**src/logic/timer8_pkg.sv**
```systemverilog
package timer8_pkg;

  // Register addresses on the plain register port
  localparam logic [3:0] ADDR_CONTROL_A = 4'h0;
  localparam logic [3:0] ADDR_CONTROL_B = 4'h1;
  localparam logic [3:0] ADDR_COUNTER   = 4'h2;
  localparam logic [3:0] ADDR_COMPARE_A = 4'h3;
  localparam logic [3:0] ADDR_COMPARE_B = 4'h4;
  localparam logic [3:0] ADDR_MASK      = 4'h5;
  localparam logic [3:0] ADDR_FLAG      = 4'h6;

  // Field positions
  localparam int WGM_LO_POS   = 0;
  localparam int COM_B_POS    = 4;
  localparam int COM_A_POS    = 6;
  localparam int CS_POS       = 0;
  localparam int WGM_HI_POS   = 3;
  localparam int FORCE_B_POS  = 6;
  localparam int FORCE_A_POS  = 7;
  localparam int OVF_POS      = 0;
  localparam int MATCH_A_POS  = 1;
  localparam int MATCH_B_POS  = 2;

  localparam logic [7:0] COUNT_BOTTOM = 8'h00;
  localparam logic [7:0] COUNT_MAX    = 8'hFF;
  localparam logic [7:0] RESET_BYTE   = 8'h00;

  // Waveform modes
  localparam logic [2:0] WGM_NORMAL     = 3'h0;
  localparam logic [2:0] WGM_PC_MAX     = 3'h1;
  localparam logic [2:0] WGM_CTC        = 3'h2;
  localparam logic [2:0] WGM_FAST_MAX   = 3'h3;
  localparam logic [2:0] WGM_PC_OCRA    = 3'h5;
  localparam logic [2:0] WGM_FAST_OCRA  = 3'h7;

  // Clock selects
  localparam logic [2:0] CS_STOP     = 3'h0;
  localparam logic [2:0] CS_EXT_FALL = 3'h6;
  localparam logic [2:0] CS_EXT_RISE = 3'h7;

  // Compare output modes
  localparam logic [1:0] COM_NONE   = 2'h0;
  localparam logic [1:0] COM_TOGGLE = 2'h1;
  localparam logic [1:0] COM_CLEAR  = 2'h2;
  localparam logic [1:0] COM_SET    = 2'h3;

  typedef struct packed {
    logic       we;
    logic       re;
    logic [3:0] addr;
    logic [7:0] wdata;
  } reg_req_t;

  // Per-channel compare context
  typedef struct packed {
    logic       match;
    logic       force_hit;
    logic [1:0] mode;
  } cmp_ctx_t;

endpackage : timer8_pkg

```
**src/logic/compare_output_unit.sv**
```systemverilog
`timescale 1ns/10ps
module compare_output_unit (
  // Clock and reset
  input  wire logic                   i_clk_sys,
  input  wire logic                   i_reset,
  // Timing context
  input  wire logic                   i_tick,
  input  wire logic                   i_pwm,
  input  wire logic                   i_fast,
  input  wire logic                   i_up,
  input  wire logic                   i_at_bottom,
  input  wire logic                   i_at_top,
  input  wire timer8_pkg::cmp_ctx_t   i_ctx,
  // Output state
  output logic                        o_level
);
  import timer8_pkg::*;

  typedef struct packed {
    logic level;
  } state_t;

  state_t st_r;
  state_t st_nxt;

  always_comb begin
    st_nxt = st_r;
    if (i_ctx.mode != COM_NONE) begin
      if (!i_pwm) begin
        if ((i_tick && i_ctx.match) || i_ctx.force_hit) begin
          unique case (i_ctx.mode)
            COM_TOGGLE: st_nxt.level = ~st_r.level;
            COM_CLEAR:  st_nxt.level = 1'b0;
            default:    st_nxt.level = 1'b1;
          endcase
        end
      end else if (i_tick && i_ctx.mode[1]) begin
        // Inverting when low mode bit set
        if (i_fast) begin
          if (i_ctx.match) begin
            st_nxt.level = i_ctx.mode[0];
          end else if (i_at_bottom) begin
            st_nxt.level = ~i_ctx.mode[0];
          end
        end else if (i_ctx.match) begin
          st_nxt.level = i_up ? i_ctx.mode[0] : ~i_ctx.mode[0];
        end else if (i_at_top && !i_ctx.match) begin
          st_nxt.level = st_r.level;
        end
      end
    end
  end

  always_ff @(posedge i_clk_sys or posedge i_reset) begin
    if (i_reset) begin
      st_r <= '0;
    end else begin
      st_r <= st_nxt;
    end
  end

  assign o_level = st_r.level;

endmodule : compare_output_unit

```
**src/logic/timer8_counter_compare_core.sv**
```systemverilog
// The placing of the registers and the address-and-strobe port were left to the implementer.
`timescale 1ns/10ps
// Summary of operation
// - Counter and both compare values are 8 bits, compared by 8-bit comparators.
// - Overflow, match A, match B flags in one register, each maskable.
// - Clock select picks prescaled or external pin edge; zero stops counter.
// - Software may read and write the counter at any time.
// - Software counter write beats any clear or count in that cycle.
// - Each tick clears, increments or decrements counter per mode and direction.
// - 0x00 is bottom, 0xFF is maximum; bottom and top, not maximum, go to waveform logic.
// - Top is 0xFF or compare value A depending on mode.
// - Three-bit waveform mode: two low bits in control A, high bit in B.
// - Overflow flag set per mode and can raise an interrupt.
// - Equal compare sets its flag at next tick and requests interrupt if enabled.
// - Match flags clear on interrupt service or by writing one.
// - Compare output formed from match, waveform mode, output mode, top, bottom.
// - PWM modes double buffer compare values, updated at top in both fast and phase correct modes.
// - Buffered: software reaches buffer; unbuffered: the active compare value.
// - Force strobe in non-PWM modes updates output only, no flag, no clear.
// - Counter write blocks compare matches for the next tick, even stopped.
// - Normal mode counts up, wraps 0xFF to 0x00, overflow at zero.
// - Clear-on-match mode clears counter when it equals compare value A.
// - Compare output states reset to zero; output mode zero means no action.
module timer8_counter_compare_core (
  // Clock and reset
  input  wire logic                 i_clk_sys,
  input  wire logic                 i_reset,
  // Register port
  input  wire timer8_pkg::reg_req_t i_req,
  output logic [7:0]                o_rdata,
  // Tick sources
  input  wire logic                 i_prescaled_tick,
  input  wire logic                 i_external_count_pin,
  // Interrupt service acknowledges
  input  wire logic                 i_ack_overflow,
  input  wire logic                 i_ack_match_a,
  input  wire logic                 i_ack_match_b,
  // Outputs
  output logic                      o_irq_overflow,
  output logic                      o_irq_match_a,
  output logic                      o_irq_match_b,
  output logic                      o_compare_output_a,
  output logic                      o_compare_output_b,
  output logic                      o_compare_output_en_a,
  output logic                      o_compare_output_en_b
);
  import timer8_pkg::*;

  typedef struct packed {
    logic [7:0] timer_control_a;
    logic [2:0] clock_select;
    logic       waveform_mode_bit2;
    logic [7:0] counter_value;
    logic [7:0] compare_value_a;
    logic [7:0] compare_value_b;
    logic [7:0] buffer_a;
    logic [7:0] buffer_b;
    logic [2:0] timer_mask_reg;
    logic       overflow_flag;
    logic       match_flag_a;
    logic       match_flag_b;
    logic       count_down;
    logic       block_match;
    logic       pin_meta;
    logic       pin_sync;
    logic       pin_prev;
    logic [7:0] rdata;
  } state_t;

  state_t st_r;
  state_t st_nxt;

  logic [2:0] waveform_mode;
  logic       pwm_mode;
  logic       fast_mode;
  logic       top_is_a;
  logic [7:0] top_value;
  logic       at_bottom;
  logic       at_max;
  logic       at_top;
  logic       timer_tick;
  logic       match_a;
  logic       match_b;
  logic       write_counter;
  logic       force_a;
  logic       force_b;
  logic       ovf_set;
  cmp_ctx_t   ctx_a;
  cmp_ctx_t   ctx_b;

  // Mode decode
  assign waveform_mode = {st_r.waveform_mode_bit2,
                          st_r.timer_control_a[WGM_LO_POS+1 -: 2]};
  assign pwm_mode  = (waveform_mode != WGM_NORMAL) && (waveform_mode != WGM_CTC);
  assign fast_mode = (waveform_mode == WGM_FAST_MAX) || (waveform_mode == WGM_FAST_OCRA);
  assign top_is_a  = (waveform_mode == WGM_CTC) || (waveform_mode == WGM_PC_OCRA) ||
                     (waveform_mode == WGM_FAST_OCRA);
  assign top_value = top_is_a ? st_r.compare_value_a : COUNT_MAX;
  assign at_bottom = (st_r.counter_value == COUNT_BOTTOM);
  assign at_max    = (st_r.counter_value == COUNT_MAX);
  assign at_top    = (st_r.counter_value == top_value);

  // Tick select; external pin edges seen only after two-stage sync
  always_comb begin
    unique case (st_r.clock_select)
      CS_STOP:     timer_tick = 1'b0;
      CS_EXT_FALL: timer_tick = st_r.pin_prev & ~st_r.pin_sync;
      CS_EXT_RISE: timer_tick = ~st_r.pin_prev & st_r.pin_sync;
      default:     timer_tick = i_prescaled_tick;
    endcase
  end

  // Comparators, blocked for one tick after counter write
  assign match_a = (st_r.counter_value == st_r.compare_value_a) && !st_r.block_match;
  assign match_b = (st_r.counter_value == st_r.compare_value_b) && !st_r.block_match;

  assign write_counter = i_req.we && (i_req.addr == ADDR_COUNTER);
  assign force_a = i_req.we && (i_req.addr == ADDR_CONTROL_B) && i_req.wdata[FORCE_A_POS] && !pwm_mode;
  assign force_b = i_req.we && (i_req.addr == ADDR_CONTROL_B) && i_req.wdata[FORCE_B_POS] && !pwm_mode;

  assign ctx_a = '{match: match_a, force_hit: force_a,
                   mode: st_r.timer_control_a[COM_A_POS+1 -: 2]};
  assign ctx_b = '{match: match_b, force_hit: force_b,
                   mode: st_r.timer_control_a[COM_B_POS+1 -: 2]};

  always_comb begin
    st_nxt = st_r;
    st_nxt.pin_meta = i_external_count_pin;
    st_nxt.pin_sync = st_r.pin_meta;
    st_nxt.pin_prev = st_r.pin_sync;
    ovf_set = 1'b0;

    // Counter and flags on tick
    if (timer_tick) begin
      st_nxt.block_match = 1'b0;
      if (match_a) begin
        st_nxt.match_flag_a = 1'b1;
      end
      if (match_b) begin
        st_nxt.match_flag_b = 1'b1;
      end
      if (!pwm_mode) begin
        if (waveform_mode == WGM_CTC && at_top) begin
          st_nxt.counter_value = COUNT_BOTTOM;
        end else begin
          st_nxt.counter_value = st_r.counter_value + 8'h01;
        end
        if (at_max) begin
          ovf_set = 1'b1;
        end
      end else if (fast_mode) begin
        st_nxt.counter_value = at_top ? COUNT_BOTTOM : st_r.counter_value + 8'h01;
        if (at_top) begin
          ovf_set = 1'b1;
          st_nxt.compare_value_a = st_r.buffer_a;
          st_nxt.compare_value_b = st_r.buffer_b;
        end
      end else begin
        // Phase correct: reverse at top and bottom
        if (st_r.count_down) begin
          if (at_bottom) begin
            st_nxt.count_down = 1'b0;
            st_nxt.counter_value = st_r.counter_value + 8'h01;
            ovf_set = 1'b1;
          end else begin
            st_nxt.counter_value = st_r.counter_value - 8'h01;
          end
        end else if (at_top) begin
          st_nxt.count_down = 1'b1;
          st_nxt.counter_value = st_r.counter_value - 8'h01;
          st_nxt.compare_value_a = st_r.buffer_a;
          st_nxt.compare_value_b = st_r.buffer_b;
        end else begin
          st_nxt.counter_value = st_r.counter_value + 8'h01;
        end
      end
    end

    // Interrupt service clears
    if (i_ack_overflow) begin
      st_nxt.overflow_flag = 1'b0;
    end
    if (i_ack_match_a) begin
      st_nxt.match_flag_a = 1'b0;
    end
    if (i_ack_match_b) begin
      st_nxt.match_flag_b = 1'b0;
    end

    // Register writes; counter write last so it wins
    if (i_req.we) begin
      unique case (i_req.addr)
        ADDR_CONTROL_A: begin
          st_nxt.timer_control_a = i_req.wdata;
        end
        ADDR_CONTROL_B: begin
          st_nxt.clock_select = i_req.wdata[CS_POS+2 -: 3];
          st_nxt.waveform_mode_bit2 = i_req.wdata[WGM_HI_POS];
        end
        ADDR_COUNTER: begin
          st_nxt.counter_value = i_req.wdata;
          st_nxt.block_match = 1'b1;
        end
        ADDR_COMPARE_A: begin
          if (pwm_mode) begin
            st_nxt.buffer_a = i_req.wdata;
          end else begin
            st_nxt.compare_value_a = i_req.wdata;
            st_nxt.buffer_a = i_req.wdata;
          end
        end
        ADDR_COMPARE_B: begin
          if (pwm_mode) begin
            st_nxt.buffer_b = i_req.wdata;
          end else begin
            st_nxt.compare_value_b = i_req.wdata;
            st_nxt.buffer_b = i_req.wdata;
          end
        end
        ADDR_MASK: begin
          st_nxt.timer_mask_reg = i_req.wdata[MATCH_B_POS:OVF_POS];
        end
        ADDR_FLAG: begin
          // Write one clears, but a same-cycle set wins
          if (i_req.wdata[OVF_POS]) begin
            st_nxt.overflow_flag = 1'b0;
          end
          if (i_req.wdata[MATCH_A_POS] && !(timer_tick && match_a)) begin
            st_nxt.match_flag_a = 1'b0;
          end
          if (i_req.wdata[MATCH_B_POS] && !(timer_tick && match_b)) begin
            st_nxt.match_flag_b = 1'b0;
          end
        end
        default: begin
        end
      endcase
    end
    if (timer_tick && match_a) begin
      st_nxt.match_flag_a = 1'b1;
    end
    if (timer_tick && match_b) begin
      st_nxt.match_flag_b = 1'b1;
    end
    // Overflow set also beats service and write-one clears
    if (ovf_set) begin
      st_nxt.overflow_flag = 1'b1;
    end

    // Read data, one cycle later
    st_nxt.rdata = RESET_BYTE;
    if (i_req.re) begin
      unique case (i_req.addr)
        ADDR_CONTROL_A: st_nxt.rdata = st_r.timer_control_a;
        ADDR_CONTROL_B: st_nxt.rdata = {4'h0, st_r.waveform_mode_bit2, st_r.clock_select};
        ADDR_COUNTER:   st_nxt.rdata = st_r.counter_value;
        ADDR_COMPARE_A: st_nxt.rdata = pwm_mode ? st_r.buffer_a : st_r.compare_value_a;
        ADDR_COMPARE_B: st_nxt.rdata = pwm_mode ? st_r.buffer_b : st_r.compare_value_b;
        ADDR_MASK:      st_nxt.rdata = {5'h00, st_r.timer_mask_reg};
        ADDR_FLAG:      st_nxt.rdata = {5'h00, st_r.match_flag_b, st_r.match_flag_a,
                                        st_r.overflow_flag};
        default:        st_nxt.rdata = RESET_BYTE;
      endcase
    end
  end

  always_ff @(posedge i_clk_sys or posedge i_reset) begin
    if (i_reset) begin
      st_r <= '0;
    end else begin
      st_r <= st_nxt;
    end
  end

  compare_output_unit u_out_a (
    .i_clk_sys   (i_clk_sys),
    .i_reset     (i_reset),
    .i_tick      (timer_tick),
    .i_pwm       (pwm_mode),
    .i_fast      (fast_mode),
    .i_up        (!st_r.count_down),
    .i_at_bottom (at_bottom),
    .i_at_top    (at_top),
    .i_ctx       (ctx_a),
    .o_level     (o_compare_output_a)
  );

  compare_output_unit u_out_b (
    .i_clk_sys   (i_clk_sys),
    .i_reset     (i_reset),
    .i_tick      (timer_tick),
    .i_pwm       (pwm_mode),
    .i_fast      (fast_mode),
    .i_up        (!st_r.count_down),
    .i_at_bottom (at_bottom),
    .i_at_top    (at_top),
    .i_ctx       (ctx_b),
    .o_level     (o_compare_output_b)
  );

  assign o_rdata = st_r.rdata;
  assign o_irq_overflow = st_r.overflow_flag & st_r.timer_mask_reg[OVF_POS];
  assign o_irq_match_a  = st_r.match_flag_a & st_r.timer_mask_reg[MATCH_A_POS];
  assign o_irq_match_b  = st_r.match_flag_b & st_r.timer_mask_reg[MATCH_B_POS];
  assign o_compare_output_en_a = st_r.timer_control_a[COM_A_POS+1 -: 2] != COM_NONE;
  assign o_compare_output_en_b = st_r.timer_control_a[COM_B_POS+1 -: 2] != COM_NONE;

endmodule : timer8_counter_compare_core

```
**config.mk**
```make
export PLATFORM = sky130hd
export DESIGN_NAME = timer8_counter_compare_core
export DESIGN_NICKNAME = d
export VERILOG_FILES = /design/src/logic/timer8_pkg.sv /design/src/logic/compare_output_unit.sv /design/src/logic/timer8_counter_compare_core.sv
export SDC_FILE = /design/constraint.sdc
export NUM_CORES = 1
export LEC_CHECK = 0
export BUFFER_PORTS_ARGS = -buffer_cell sky130_fd_sc_hd__buf_2
export CAP_MARGIN = 20
export CORE_MARGIN = 3
export CORE_UTILIZATION = 32
export DETAILED_ROUTE_END_ITERATION = 16
export SETUP_SLACK_MARGIN = 0.15
export SLEW_MARGIN = 20
export SYNTH_ARGS = -nofsm -noshare
export SYNTH_HDL_FRONTEND = slang
export SYNTH_SLANG_ARGS = --single-unit
```
**constraint.sdc**
```tcl
create_clock -name i_clk_sys -period 2.8 [get_ports i_clk_sys]
set_clock_uncertainty 0.1 [all_clocks]
set_input_delay 0.28 -clock i_clk_sys [delete_from_list [all_inputs] [get_ports i_clk_sys]]
set_output_delay 0.28 -clock i_clk_sys [all_outputs]
set_load 0.05 [all_outputs]
```
== Yosys cells after proc, flatten, opt, wreduce, memory -nomap -nowiden ==
Index checks and enable logic that the tools add are counted.

* Bits in registers: 73
* Bits in read-only memories: 0
* Output and inout port bits: 15
* Latch bits: 0
* RAM bits: 0
* Memories kept: 0
* Word-level logic and storage cells: 171

* Equality and inequality tests: 27
* Reductions and logical operators: 40
* Bitwise logic cells: 12
* $lt $le $gt $ge: 0
* Multiplexer cells: 70
* Divide/modulo/power cells: 0
* Shift operators: 0
* $mul: 0
* Add/subtract/negate cells: 2

{| class="wikitable"
|+ Operators with widths
! cell !! number
|-
| 8-bit two-way mux || 17
|-
| 8-bit one-hot mux with 7 select lines || 1
|-
| 16-bit two-way mux || 3
|-
| 24-bit two-way mux || 2
|-
| 46-bit two-way mux || 1
|-
| 1-bit two-way mux || 40
|-
| 8-bit == test || 3
|-
| 1-bit logical AND || 15
|-
| 3-bit == test, second input constant || 4
|-
| 4-bit by 3-bit == test with 1-bit output, second input constant || 3
|-
| 3-bit by 1-bit != test with 1-bit output, second input constant || 4
|-
| 2-bit AND reduction || 5
|-
| 5-bit AND reduction || 2
|-
| 8-bit by 1-bit adder with 8-bit output, second input constant || 1
|-
| 4-bit by 2-bit == test with 1-bit output, second input constant || 2
|-
| 8-bit == test, second input constant || 1
|-
| 8-bit zero test || 1
|-
| 2-bit nonzero test || 4
|-
| 8-bit by 1-bit subtractor with 8-bit output, second input constant || 1
|-
| 1-bit inverter || 7
|-
| 3-bit by 2-bit == test with 1-bit output, second input constant || 2
|-
| 3-bit two-way mux || 2
|-
| 1-bit bitwise AND || 5
|-
| 1-bit logical OR || 5
|-
| 13 further kinds || 20
|}

== Longest topological paths before layout ==
* Depth in word-level cells: 15
* Depth in mapped cells: 10
* Depth with buffers taken out: 9

== Cells and area by module ==
From an unflattened synthesis, not the netlist that was laid out.

* Cells, all modules: 502
* Area, all modules: 4526.8 sq um

{| class="wikitable"
|+ Modules (own cells, without submodules)
! module !! cells an instance !! area an instance (sq um) !! times used
|-
| timer8_counter_compare_core || 470 || 4294.1 || 1
|-
| compare_output_unit || 16 || 116.4 || 2
|}

== Worst setup path after synthesis ==
OpenSTA, ideal clock, no wires.

* Path type: register -> register
* From: register st_r[53] (netlist name)
* To: register st_r[43] (netlist name)
* Cell stages (with the launch flop): 10
* Path buffers: 2
* Data arrival time: 1953 ps
* Setup time: 134 ps
* Slack: 614 ps
* Cell sequence: dfrtp_1 > buf_2 > xnor2_1 > o2111a_1 > nand4bb_1 > a21oi_4 > nand4_4 > buf_6 > mux2i_1 > o21ai_1

{| class="wikitable"
|+ RTL lines
! item !! RTL line !! RTL
|-
| from (decl) || timer8_counter_compare_core.sv:70 || <nowiki>state_t st_r;</nowiki>
|-
| from (signal assigned) || timer8_counter_compare_core.sv:271 || <nowiki>st_r <= st_nxt;</nowiki>
|}

==> impl_metrics.yaml <==
outcome:
  status: "finished clean"
timing:
  period_needed_ns: 2.601
  final_hold_viol_count: 0
  slew_violations: 0
  finalWorstSetupSlack_ns: 0.1990
  rsz0062_at_grt: "false"
  fin_crit_sh: 0.9289
  fmaxAchievable_ghz: 0.3845
  worstMarginPinSlew_ns: 0.9224
  finalSetupTns_ns: 0
  slew_headroom: 0.3822
  setup_violations: 0
global_routing:
  grt_pass1_vias: 4101
  grt_first_pass_wirelength_um: 23030
  antenna_found_initial: 0
  grt-ovfl-total: 0
  grtUsageTotal: 0.1797
  grt_max_degree: 32
yosys:
  synth_cell_type_count: 62
  synthesis.area_um2: 4772
  ys_ff_latch: 73
  yosysSeqAreaShare: 0.3828
  syn_avg_cell_area_um2: 9.107
  synth-main-ff-cell: "dfrtp_1"
  synth_top_area_cell: "dfrtp_1"
  synth_edf_count: 0
  yosysWarnings: 0
  syn_inst: 524
  yosysTopAreaCellShare: 0.3828
  yosys-top-cells-area: "dfrtp_1 38%, mux2_2 7.8%, mux2i_1 6.5%, nand2_1 5.0%, a21oi_1 3.1%"
  synth_nets: 548
  ys_async_sr_fraction: 1.000
  synth_common_cells: "73 x dfrtp_1, 63 x nand2_1, 37 x nor2_1"
  synth.most_common_cell: "dfrtp_1"
setup_path:
  rrSetupSlack_ns: 0.20
  criticalPathCategory: "reg -> reg"
  critical_path_arrival_ns: 2.71
  startpoint_type: "register"
  r2r-start: "st_r[59]"
  reg2regPathDepth: 8
  cp.required_ns: 2.90
  critPathCaptureType: "register"
  r2r-end: "st_r[57]"
  critical_path_peak_fanout: 14
power_and_ir_drop:
  p_leak_uw: 0.002416
  power.density_nw_per_um2: 808.6
  ir_worst_vdd_uv: 308.3
clocking:
  clk_pin_slew_ns: 0.06
  htreeDepth: 3
  clock_latency_ns: 0.33
  cts_tree: "yes"
  root_buffer: "clkbuf_16"
  clock_sinks: 73
  cts_inserted_buffers: 9
  clockBufferDepth: 2
route:
  drc_errors: 0
  vias: 4234
  drt_pass1_iterations: 5
  wl_per_cell_um: 19.88
  drt_wl_total_um: 14710
  ant_nets: 0
  viasPerCell: 5.722
  dr.first_iter.drc_count: 291
die:
  start_util: 0.3360
  die_h_um: 128.1
  num_io_pins: 36
  rows: 43
  die_area_um2: 16410
  die_x_um: 128.1
  core_area_um2: 14200
layout:
  fin_nets: 579
  seq_area_um2: 1828
  diodes: 0
  layoutNonFillerInstCount: 740
  areaGrowthSynthToFinish_pct: 14.18
  drive_gt1_frac: 0.2393
  multi_input_area_um2: 2676
  fillers: 1446
placed_design:
  dp_hpwl_um: 11040
  port_buffers: 35
  gp_congestion: 1.015
  placedCellCount: 721
  post-place-ws_ns: 0.1111
hold_path:
  min_from: "i_ack_match_b"
  hold_end: "st_r[13]"
  min_path_cells: 3
  hp-class: "in -> reg"
run:
  max_cap_violations: 0
## worst max-delay path, stage by stage (launching register included)
cell and delay (ns):
dfrtp_1 0.42, buf_4 0.19, nor2_1 0.38, buf_4 0.32
nor4_1 0.08, nand4_1 0.22, nand2_1 0.18, a2111oi_0 0.48
nor3_1 0.08
## kinds of logic (layout without fill, tap and decap cells)
family,after synthesis,after routing,synth area share
buffers and inverters,53,89,0.05742
adders and majority gates,3,3,0.007867
and+or+nand+nor,192,192,0.2042
xor gates and xnor gates,15,15,0.02753
DFF,73,73,0.3828
AOI/OAI and AO/OA,124,124,0.1772
muxes,64,64,0.1429
## cell type report
type | instances | area share
Sequential cell | 73 | 0.3355
Inverter | 8 | 0.005511
Tap cell | 180 | 0.04133
Clock inverter | 3 | 0.004363
Multi-Input combinational cell | 398 | 0.4912
Timing Repair Buffer | 65 | 0.07440
Clock buffer | 13 | 0.04776
## report_power, final
group | internal [uW] | switching, uW | leakage [uW] | total (uW)
registers | 1290 | 327 | 0.000906 | 1620
logic | 708 | 970 | 0.00138 | 1680
clock network | 652 | 454 | 0.000132 | 1110
## layout by cell type, fill, tap and decap left out, types with 14 or more instances in the layout
cell     count
dfrtp_1     72
nand2_1     63
nor2_1      37
buf_2       35
mux2_2      33
mux2i_1     31
a21oi_1     30
buf_4       28
o21ai_0     24
nand3_1     19
xnor2_1     14
## stage by stage
step | total power, uW | cell area, um2 | hold WS (ns) | utilization
finish | 4406 | 5449 | 0.09646 | 0.3836
global route | 4651 | 5449 | 0.09920 | 0.3836
CTS | 4405 | 5438 | 0.09645 | 0.3828
detailed placement | 3283 | 5131 | 0.2371 | 0.3613
global placement | 3259 | 5131 | 0.2396 | 0.3613
floorplan | 2796 | 4772 | 0.2114 | -
## metal layers
| metal | up-vias | GRT usage | routed length [um] | part of all wire |
|---|---|---|---|---|
| li1 | 1958 | - | - | - |
| met1 | 2094 | 0.2466 | 6562 | 0.45 |
| met2 | 154 | 0.2865 | 7004 | 0.48 |
| met3 | 28 | 0.03875 | 893 | 0.061 |
| met4 | 0 | 0.04994 | 248 | 0.017 |
| met5 | - | 0 | 0 | 0 |
## how the worst max path moves through the flow
| stage | start | cells after the start | to |
|---|---|---|---|
| after floorplan | i_reset | 1 | ctx_a[0] |
| after global placement | st_r[51] | 8 | u_out_b.o_level |
| after detailed placement | st_r[56] | 7 | st_r[58] |
| after CTS | st_r[51] | 8 | u_out_b.o_level |
| after global routing | st_r[59] | 8 | st_r[58] |
| final | st_r[59] | 8 | st_r[57] |
## timing repair
item                                    in CTS  in global routing
hold endpoints to repair                    30                  0
endpoints found under the setup margin       1                  6
gates resized for setup                      1                  3
buffers inserted                             0                  1
pin swaps                                    0                  1
hold buffers                                 2                  0
## flip-flops by register name, summed over array words and instances, names as in the netlist
register,cells
ctx_b,2
u_out_a.o_level,1
o_rdata,8
u_out_b.o_level,1
ctx_a,2
st_nxt,2
st_r,57
Power figures use the tool's default switching activity.
